$ cat config.mk
export PLATFORM = sky130hd
export DESIGN_NAME = nvmac_access
export DESIGN_NICKNAME = d
export VERILOG_FILES = /design/src/shared/nvmac_pkg.sv /design/src/verilog/nvmac_rc_timer.sv /design/src/verilog/nvmac_access.sv
export VERILOG_INCLUDE_DIRS = /design/src /design/src/shared
export SDC_FILE = /design/constraint.sdc
export NUM_CORES = 1
export LEC_CHECK = 0
export CAP_MARGIN = 20
export CORE_MARGIN = 3
export CORE_UTILIZATION = 55
export CTS_CLUSTER_SIZE = 40
export DETAILED_ROUTE_END_ITERATION = 16
export DONT_BUFFER_PORTS = 1
export PLACE_DENSITY = 0.67
export SKIP_LAST_GASP = 1
export SLEW_MARGIN = 20
export SYNTH_ARGS = -nofsm -noshare
export SYNTH_HDL_FRONTEND = slang
export SYNTH_SLANG_ARGS = --single-unit
$ cat constraint.sdc
create_clock -name clk -period 2 [get_ports clk]
set_input_delay 0.2 -clock clk [delete_from_list [all_inputs] [get_ports clk]]
set_output_delay 0.2 -clock clk [all_outputs]
set_load 0.01 [all_outputs]
$ cat src/shared/nvmac_map.svh
// Purpose: offsets, field positions, reset values and timing counts of the access block
// Assumes: 8-bit I/O register port, 125 MHz CPU clock
// Notes: register offsets are local I/O indices
`ifndef NVMAC_MAP_SVH
`define NVMAC_MAP_SVH

// I/O register indices
`define NVMAC_OFF_ADDR_HI 2'h0
`define NVMAC_OFF_ADDR_LO 2'h1
`define NVMAC_OFF_DATA 2'h2
`define NVMAC_OFF_CTRL 2'h3

// Control register fields
`define NVMAC_BIT_READ 0
`define NVMAC_BIT_WRITE 1
`define NVMAC_BIT_MWE 2
`define NVMAC_BIT_RIE 3

// Timing counts
`define NVMAC_MWE_CYCLES 3'h4
`define NVMAC_WSTALL_CYCLES 3'h2
`define NVMAC_RSTALL_CYCLES 3'h4
`define NVMAC_WRITE_RC_CYCLES 2048

// Reset values
`define NVMAC_CTRL_RESET 8'h00
`define NVMAC_ZERO_BYTE 8'h00

`endif

$ cat src/shared/nvmac_pkg.sv
// Purpose: types shared by the access block
// Assumes: nvmac_map.svh supplies numeric constants
// Notes: none
package nvmac_pkg;
    typedef enum logic [2:0] {
        NVMAC_IDLE = 3'b001,
        NVMAC_WRITING = 3'b010,
        NVMAC_READING = 3'b100
    } nvmac_state_t;

    typedef struct packed {
        logic [1:0] offset;
        logic wr;
        logic rd;
        logic [7:0] wdata;
    } nvmac_io_t;

    typedef struct packed {
        logic [8:0] addr;
        logic [7:0] wdata;
        logic wr;
        logic rd;
    } nvmac_array_t;
endpackage

$ cat src/verilog/nvmac_rc_timer.sv
// Purpose: counts RC oscillator ticks for one self-timed write
// Assumes: rc_tick is a one-cycle enable synchronous to clk
// Notes: abort ends a write early
`timescale 1ns/10ps
`include "nvmac_map.svh"
module nvmac_rc_timer #(
    parameter int RC_CYCLES = `NVMAC_WRITE_RC_CYCLES
) (
    // Clock and reset
    input wire logic clk,
    input wire logic reset,
    // Control
    input wire logic start,
    input wire logic abort,
    input wire logic rc_tick,
    // Status
    output logic busy,
    output logic done
);
    localparam int CW = $clog2(RC_CYCLES + 1);
    logic [CW-1:0] count;

    always_ff @(posedge clk or posedge reset) begin
        if (reset) begin
            count <= '0;
            busy <= 1'b0;
            done <= 1'b0;
        end else begin
            done <= 1'b0;
            if (start) begin
                count <= '0;
                busy <= 1'b1;
            end else if (abort) begin
                busy <= 1'b0;
            end else if (busy && rc_tick) begin
                if (count == CW'(RC_CYCLES - 1)) begin
                    busy <= 1'b0;
                    done <= 1'b1;
                end
                count <= count + 1'b1;
            end
        end
    end
endmodule

$ cat src/verilog/nvmac_access.sv
// Purpose: CPU access control for a 512-byte on-chip nonvolatile array
// Assumes: I/O port strobes are synchronous one-cycle pulses; rc_tick paced by RC oscillator
// Notes: array itself lives outside; reads complete in one cycle
`timescale 1ns/10ps
`include "nvmac_map.svh"

// Overview of operation
// - Ready interrupt held while both enables set and write strobe reads zero.
// - Write strobe starts a write only when master write enable is set.
// - Master write enable clears itself four CPU clocks after being set.
// - Permitted write programs data register byte at address register location.
// - Write strobe holds one during write, clears when access time elapses.
// - Setting write strobe stalls the CPU for two clocks.
// - Read strobe fetches addressed byte into data register, then clears itself.
// - Setting read strobe stalls the CPU for four clocks.
// - Writing address or data during a write aborts it; result undefined.
// - Each write lasts 2048 RC oscillator cycles.
// - Control register bits seven to four always read zero.
// - Address register is nine bits, bytes 0 to 511, loaded before use.
module nvmac_access #(
    parameter int RC_CYCLES = `NVMAC_WRITE_RC_CYCLES,
    parameter int ADDR_W = 9
) (
    // Clock and reset
    input wire logic clk,
    input wire logic reset,
    // CPU I/O register port
    input wire nvmac_pkg::nvmac_io_t io_req,
    output logic [7:0] io_rdata,
    // CPU status and control
    input wire logic global_irq_enable,
    output logic cpu_stall,
    output logic ready_irq,
    // RC oscillator enable pulse
    input wire logic rc_tick,
    // Array side
    output nvmac_pkg::nvmac_array_t array_req,
    input wire logic [7:0] array_rdata
);
    logic [ADDR_W-1:0] nvm_address_reg;
    logic [7:0] nvm_data_reg;
    logic ready_irq_enable;
    logic master_write_enable;
    logic write_strobe;
    logic read_strobe;
    logic [2:0] mwe_count;
    logic [2:0] stall_count;
    nvmac_pkg::nvmac_state_t state;
    logic wr_ctrl;
    logic wr_addr;
    logic wr_data;
    logic start_write;
    logic start_read;
    logic timer_busy;
    logic timer_done;

    function automatic logic hit(input logic [1:0] off);
        hit = io_req.wr && (io_req.offset == off);
    endfunction

    assign wr_ctrl = hit(`NVMAC_OFF_CTRL);
    assign wr_addr = hit(`NVMAC_OFF_ADDR_HI) || hit(`NVMAC_OFF_ADDR_LO);
    assign wr_data = hit(`NVMAC_OFF_DATA);
    // Strobe ignored while a write already runs
    assign start_write = wr_ctrl && io_req.wdata[`NVMAC_BIT_WRITE] && master_write_enable
                         && !write_strobe;
    assign start_read = wr_ctrl && io_req.wdata[`NVMAC_BIT_READ] && !write_strobe;

    nvmac_rc_timer #(
        .RC_CYCLES(RC_CYCLES)
    ) u_timer (
        .clk(clk),
        .reset(reset),
        .start(start_write),
        .abort(wr_addr || wr_data),
        .rc_tick(rc_tick),
        .busy(timer_busy),
        .done(timer_done)
    );

    // Address register; undefined at reset in silicon, zero here for determinism
    always_ff @(posedge clk or posedge reset) begin
        if (reset) begin
            nvm_address_reg <= '0;
        end else if (hit(`NVMAC_OFF_ADDR_HI)) begin
            nvm_address_reg[ADDR_W-1] <= io_req.wdata[0];
        end else if (hit(`NVMAC_OFF_ADDR_LO)) begin
            nvm_address_reg[7:0] <= io_req.wdata;
        end
    end

    // Data register: CPU write or read fetch
    always_ff @(posedge clk or posedge reset) begin
        if (reset) begin
            nvm_data_reg <= `NVMAC_ZERO_BYTE;
        end else if (wr_data) begin
            nvm_data_reg <= io_req.wdata;
        end else if (state == nvmac_pkg::NVMAC_READING) begin
            nvm_data_reg <= array_rdata;
        end
    end

    // Control bits
    always_ff @(posedge clk or posedge reset) begin
        if (reset) begin
            ready_irq_enable <= 1'b0;
            master_write_enable <= 1'b0;
            mwe_count <= 3'h0;
        end else begin
            if (wr_ctrl) begin
                ready_irq_enable <= io_req.wdata[`NVMAC_BIT_RIE];
            end
            // Enable only accepted with write strobe written zero
            if (wr_ctrl && io_req.wdata[`NVMAC_BIT_MWE] && !io_req.wdata[`NVMAC_BIT_WRITE]) begin
                master_write_enable <= 1'b1;
                mwe_count <= 3'h0;
            end else if (master_write_enable) begin
                if (mwe_count == `NVMAC_MWE_CYCLES - 3'h1) begin
                    master_write_enable <= 1'b0;
                end
                mwe_count <= mwe_count + 3'h1;
            end
        end
    end

    // Strobes and sequencing
    always_ff @(posedge clk or posedge reset) begin
        if (reset) begin
            state <= nvmac_pkg::NVMAC_IDLE;
            write_strobe <= 1'b0;
            read_strobe <= 1'b0;
        end else begin
            case (state)
                nvmac_pkg::NVMAC_IDLE: begin
                    if (start_write) begin
                        write_strobe <= 1'b1;
                        state <= nvmac_pkg::NVMAC_WRITING;
                    end else if (start_read) begin
                        read_strobe <= 1'b1;
                        state <= nvmac_pkg::NVMAC_READING;
                    end
                end
                nvmac_pkg::NVMAC_WRITING: begin
                    // Timer done or aborted ends the write
                    if (timer_done || !timer_busy) begin
                        write_strobe <= 1'b0;
                        state <= nvmac_pkg::NVMAC_IDLE;
                    end
                end
                nvmac_pkg::NVMAC_READING: begin
                    read_strobe <= 1'b0;
                    state <= nvmac_pkg::NVMAC_IDLE;
                end
                default: begin
                    state <= nvmac_pkg::NVMAC_IDLE;
                end
            endcase
        end
    end

    // CPU stall counter
    always_ff @(posedge clk or posedge reset) begin
        if (reset) begin
            stall_count <= 3'h0;
        end else if (start_write) begin
            stall_count <= `NVMAC_WSTALL_CYCLES;
        end else if (start_read) begin
            stall_count <= `NVMAC_RSTALL_CYCLES;
        end else if (stall_count != 3'h0) begin
            stall_count <= stall_count - 3'h1;
        end
    end
    assign cpu_stall = (stall_count != 3'h0);

    assign ready_irq = global_irq_enable && ready_irq_enable && !write_strobe;

    // Array port: write request held while the write runs, read pulse in fetch cycle
    always_comb begin
        array_req.addr = nvm_address_reg;
        array_req.wdata = nvm_data_reg;
        array_req.wr = (state == nvmac_pkg::NVMAC_WRITING) && timer_busy;
        array_req.rd = (state == nvmac_pkg::NVMAC_READING);
    end

    // Read mux; reserved bits zero
    always_comb begin
        io_rdata = `NVMAC_ZERO_BYTE;
        if (io_req.offset == `NVMAC_OFF_CTRL) begin
            io_rdata = `NVMAC_CTRL_RESET;
            io_rdata[`NVMAC_BIT_RIE] = ready_irq_enable;
            io_rdata[`NVMAC_BIT_MWE] = master_write_enable;
            io_rdata[`NVMAC_BIT_WRITE] = write_strobe;
            io_rdata[`NVMAC_BIT_READ] = read_strobe;
        end else if (io_req.offset == `NVMAC_OFF_DATA) begin
            io_rdata = nvm_data_reg;
        end else if (io_req.offset == `NVMAC_OFF_ADDR_LO) begin
            io_rdata = nvm_address_reg[7:0];
        end else begin
            io_rdata[0] = nvm_address_reg[ADDR_W-1];
        end
    end
endmodule

Word-level counts from Yosys, hierarchy flattened
Index checks and enable logic that the tools add are counted.
{"block": "op_classes", "mux": 35, "add_sub_neg": 3, "bitwise_logic": 1, "reduce_logical": 37, "eq_ne": 14}
{"op": "12-bit 2-to-1 mux", "n": 3}
{"op": "8-bit 2-to-1 mux", "n": 4}
{"op": "3-bit 2-to-1 mux", "n": 8}
{"op": "1-bit 2-to-1 mux", "n": 16}
{"op": "1-bit logical AND", "n": 15}
{"op": "12-bit by 1-bit adder with 12-bit output, second input constant", "n": 1}
{"op": "12-bit by 11-bit == test with 1-bit output, second input constant", "n": 1}
{"op": "3-bit nonzero test", "n": 4}
{"op": "2-bit inequality test, second input constant", "n": 5}
{"op": "2-bit nonzero test", "n": 5}
{"op": "2-bit AND reduction", "n": 4}
{"op": "7-bit 2-to-1 mux", "n": 1}
{"op": "3-bit by 2-bit == test with 1-bit output, second input constant", "n": 2}
{"op": "3-bit one-hot mux with 2 select lines", "n": 1}
{"op": "3-bit AND reduction", "n": 2}
{"op": "2-bit == test, second input constant", "n": 2}
{"op": "1-bit one-hot mux with 2 select lines", "n": 2}
{"op": "3-bit by 1-bit adder with 3-bit output, second input constant", "n": 1}
{"op": "3-bit by 1-bit == test with 1-bit output, second input constant", "n": 1}
{"op": "3-bit == test, second input constant", "n": 1}
{"op": "1-bit zero test", "n": 3}
{"op": "1-bit logical OR", "n": 3}
{"op": "3-bit inequality test, second input constant", "n": 1}
{"op": "3-bit by 1-bit subtractor with 3-bit output, second input constant", "n": 1}
{"op": "other kinds (3)", "n": 3}
{"block": "totals", "inputBits": 24, "regBits": 44, "elab_cells": 103}

Longest topological paths before layout
{"block": "logic_depth", "word_depth": 7, "mapped_depth": 8, "mapped_depth_nobuf": 6}

By module
From an unflattened synthesis, not the netlist that was laid out.
{"block": "hier_totals", "hier_cells": 216, "hier_area_um2": 2317.2}
{"module": "nvmac_access", "cells_per_inst": 146, "area_per_inst_um2": 1632.8, "instances": 1, "seq_area_each_um2": 752.0}
{"module": "nvmac_rc_timer", "cells_per_inst": 70, "area_per_inst_um2": 684.4, "instances": 1, "seq_area_each_um2": 350.3}

Worst setup path after synthesis
No wires, ideal clock.
{"block": "synth_timing", "kind": "register -> register", "from": "register u_timer.count[6]", "to": "register u_timer.busy", "arrival_time_ns": 1.469, "path_slack_ns": 0.413, "path_stages_with_launch": 5, "t_required_ns": 1.882, "setup_time_ns": 0.118, "synth_period_minus_slack_ns": 1.587, "cell_sequence": "dfrtp_1 > nand4_1 > or2_2 > or4_1 > a21o_1"}
{"block": "synth_via", "elab_chain_len": 3}
{"item": "start, declared", "line": "nvmac_rc_timer.sv:21", "source": "logic [CW-1:0] count;"}
{"item": "start signal, assigned", "line": "nvmac_rc_timer.sv:40", "source": "count <= count + 1'b1;"}
{"item": "12-bit by 11-bit == test with 1-bit output", "line": "nvmac_rc_timer.sv:36", "source": "if (count == CW'(RC_CYCLES - 1)) begin"}
{"item": "3-bit nonzero test (no line)"}
{"item": "2-bit AND reduction (no line)"}
{"item": "end signal, assigned", "line": "nvmac_rc_timer.sv:32", "source": "busy <= 1'b1;"}
{"item": "end signal, assigned", "line": "nvmac_rc_timer.sv:34", "source": "busy <= 1'b0;"}
{"item": "end signal, assigned", "line": "nvmac_rc_timer.sv:37", "source": "busy <= 1'b0;"}
{"item": "end, declared", "line": "nvmac_rc_timer.sv:17", "source": "output logic busy,"}
Every way passes these cells.
A chain may end at the register's enable or synchronous reset.

Worst setup path in the final report
{"block": "layout_timing", "from": "register u_timer.busy", "to": "register u_timer.count[7]"}
{"block": "layout_via", "elab_chain_len": 3}
{"item": "start signal, assigned", "line": "nvmac_rc_timer.sv:26", "source": "busy <= 1'b0;"}
{"item": "start signal, assigned", "line": "nvmac_rc_timer.sv:32"}
{"item": "start signal, assigned", "line": "nvmac_rc_timer.sv:34"}
{"item": "1-bit logical AND", "line": "nvmac_rc_timer.sv:35", "source": "end else if (busy && rc_tick) begin"}
{"item": "2-bit nonzero test (no line)"}
{"item": "2-bit AND reduction (no line)"}
Every way passes these cells.

==> summary.md <==
| Metric | Value |
|---|---|
| Status | `complete, no violations` |
| Routed wl met2 | `just over 2 mm` |
| Chip height | `approximately 70 um` |
| Diode count | `0` |
| Top-count cell post-synth | `dfrtp_1` |
| DR pass1 iterations | `4` |
| Part of the cycle the worst path needs | `85.8%` |
| Clk slew on worst S/H paths | `~0.08 ns` |
| Yosys reg bits | `44` |
| First-pass GRT wire length | `7.72 mm` |
| Max-cap viol count | `0` |
| WP data required | `approximately 2.2 ns` |
| Comb pwr share | `~22%` |
| Post-Syn Instances | `210` |
| CP startpoint | `u_timer.busy$_DFFE_PP0P_` |
| Post-synth EDFFs | `0` |
| Fillcell total | `between 300 and 400` |
| Post-route ant nets | `0` |
| Die Wd | `roughly 70 um` |
| GRT Overall Usage | `19.7%` |
| Switching Fraction | `around a third` |
| Initial Util | `59.5%` |
| CTS tree | `done` |
| Placed Cells | `between 200 and 300` |
| Total CTS buffers | `5` |
| RSZ-0062 raised after global routing | `no` |
| Row cnt | `22` |
| CP max FO | `9` |
| Hold crit path type | `input pin to flop` |
| Synth area leaders | `dfrtp_1 48%, mux2_2 6.5%, mux2i_1 5.3%, nand2_1 3.0%, o21ai_0 2.9%` |
| Post_cts resized | `0` |
| P per Cell Area | `between 900 and 1000 nW/um^2` |
| DR WL/cell | `17.3 um` |
| Largest net degree at the start of global routing | `between 40 and 50` |
| Synth area leader | `dfrtp_1` |
| Leakage power | `1.03 nW` |
| Worst VDD drop | `roughly 0.43 mV` |
| # nets final | `between 200 and 250` |
| Critical R2R Launch | `u_timer.busy$_DFFE_PP0P_` |
| Syn avg cell area | `~11 sq um` |
| Net switching power | `0.738 mW` |
| Routability cong. | `0.815` |
| Placed Area | `2300 sq um` |
| DR iter-0 viols | `111` |
| Mapped Area | `~2300 sq um` |
| Clock power frac | `23.5%` |
| Cell-internal power | `between 1.5 and 2 mW` |
| Fmax | `slightly below 600 MHz` |
| CP Buf/Inv Count | `0` |
| Vias in the first global route | `1577` |
| # setup viols final | `0` |
| Die area | `approximately 5000 sq um` |
| Finished Layout Cells | `262` |
| Async set-or-reset flop fraction in the synthesized netlist | `100%` |
| Data arrival, critical path | `about 2.0 ns` |
| Clk_skew | `between 0.007 and 0.008 ns` |
| Area Overhead vs Synth | `5.82%` |
| Critical path, cell by cell | `nand2_1 -> or4_4 -> or3_1 -> a21oi_2` |
| GR Overflow Total | `0` |
| Actual slew at the worst max-slew pin | `between 0.5 and 0.6 ns` |
| Fin. max-slew vios | `0` |
| Clk root buf | `clkbuf_8` |
| Setup WS pre-CTS | `about 0.29 ns` |
| Max reg flops | `12` |
| Flop pwr share | `between 50% and 60%` |
| Yosys warnings | `0` |
| Clock Sinks | `44` |
| Crit path max-delay family | `simple AND/OR/NAND/NOR gates` |
| Worst Min Path Start | `io_req[7]` |
| Initial antenna violation count | `0` |
| H-tree levels | `2` |
| Final WS setup | `about 0.28 ns` |
| IO Pins | `53` |
| Synth cell types | `43` |
| Final setup TNS | `0 ns` |
| Max layer used | `met4` |
| Port buffer count | `0` |
| Clk_lat worst skew | `roughly 0.3 ns` |
| Worst Path Class, Setup | `flop to flop` |
| Critical path startpoint category | `flop` |
| Post-route cell area | `between 2000 and 2500 sq um` |
| Vias | `1533` |
| Routed vias/inst | `between 5 and 6` |
| CP max stage cell | `or4_4` |
| Final wirelength | `4.52 mm` |
| Total power | `2.31 mW` |
| Core Region | `~3800 sq um` |
| Syn_nets | `around 240` |
| CTS max path bufs | `2` |
| DP HPWL | `~3.3 mm` |
| CP endpoint kind | `flop` |
| CP max stage delay | `approximately 0.58 ns` |
| Max-slew headroom | `roughly 60%` |
| Main synth FF type | `dfrtp_1` |
| Final Hold Fails | `0` |
| Synth cell count leaders | `43 x dfrtp_1, 18 x nand2_1, 14 x nor2_1` |
| Share of cells above drive strength 1 | `15.9%` |
| Number of remaining DRC errors | `0` |
| Routed wl met3 | `roughly 320 um` |
| Wl on met1 | `2.10 mm` |
| Share of the synthesized area in the top cell type | `47.6%` |
| Tmin final | `~1.7 ns` |
| Seq/Total Area, Yosys | `between 40% and 50%` |
power groups by stage:
stage | clock (mW) | sequential [mW] | combinational (mW)
2_1_floorplan | 0 | 1.21 | 0.466
3_3_place_gp | 0 | 1.26 | 0.486
3_5_place_dp | 0 | 1.27 | 0.520
4_1_cts | 0.548 | 1.26 | 0.526
5_1_grt | 0.587 | 1.29 | 0.587
6_report | 0.542 | 1.25 | 0.515
kinds of logic after synthesis:
group,share of synthesized area [%]
AOI/OAI and AO/OA,11.1
muxes,13.0
DFF,48.8
xor gates and xnor gates,2.71
and+or+nand+nor,17.7
buffers and inverters,3.93
adders and majority gates,2.77
per-stage QoR:
stage	hold WS (ns)	utilization, %
after floorplan	0.317	-
after global placement	0.256	60.5
after detailed placement	0.272	60.5
after CTS	0.00974	62.9
after global routing	0.0226	62.9
final	0.0187	62.9
final timing paths:
kind | endpoint | slack, ns | cells past startpoint
worst min-delay path | nvm_data_reg[7]$_DFFE_PP0P_ | 0.02 | 2
min in group asynchronous | u_timer.count[2]$_DFFE_PP0P_ | 0.48 | 3
max in group asynchronous | u_timer.count[5]$_DFFE_PP0P_ | 1.12 | 3
worst max-delay path | u_timer.count[7]$_DFFE_PP0P_ | 0.28 | 4
worst max register to register | u_timer.count[7]$_DFFE_PP0P_ | 0.28 | 4
worst min register to register | state[2]$_DFFE_PP0P_ | 0.52 | 1
final cells by class:
class / count / area (sq um) / area share, %
multi-input cells: 148 / 1070 / 44.9
inverters: 9 / 33.8 / 1.41
flip-flops and latches: 44 / 1100 / 46.1
clock buffers: 7 / 76.3 / 3.19
clock inverters: 1 / 5.00 / 0.209
well taps: 48 / 60.1 / 2.51
repair buffers: 5 / 40.0 / 1.68
cells in the final DEF, fill, tap and decap left out, types with 6 or more instances in the layout:
master   count
mux2i_1     12
o21ai_0     13
dfrtp_1     43
nand2_1     18
mux2_2      13
nand3_1      6
nor2_1      14
xnor2_1      7
inv_1        9
a22o_1       7
worst reg2reg max path: cells and delay by family (launching register included):
family | cells | cell delay, ns
and+or+nand+nor | 3 | 1.10
DFF | 1 | 0.41
AOI/OAI and AO/OA | 1 | 0.13
metal layers:
| layer | global-route usage (%) | vias to the layer above |
|---|---|---|
| met5 | 0 | - |
| met4 | 6.38 | 0 |
| met3 | 7.34 | 7 |
| met2 | 29.4 | 42 |
| met1 | 26.7 | 737 |
| li1 | - | 747 |
timing repair:
item | CTS | global route
hold buffers | 1 | 0
setup buffers | 0 | 0
endpoints found under the hold margin | 43 | 0
Power figures use the tool's default switching activity.
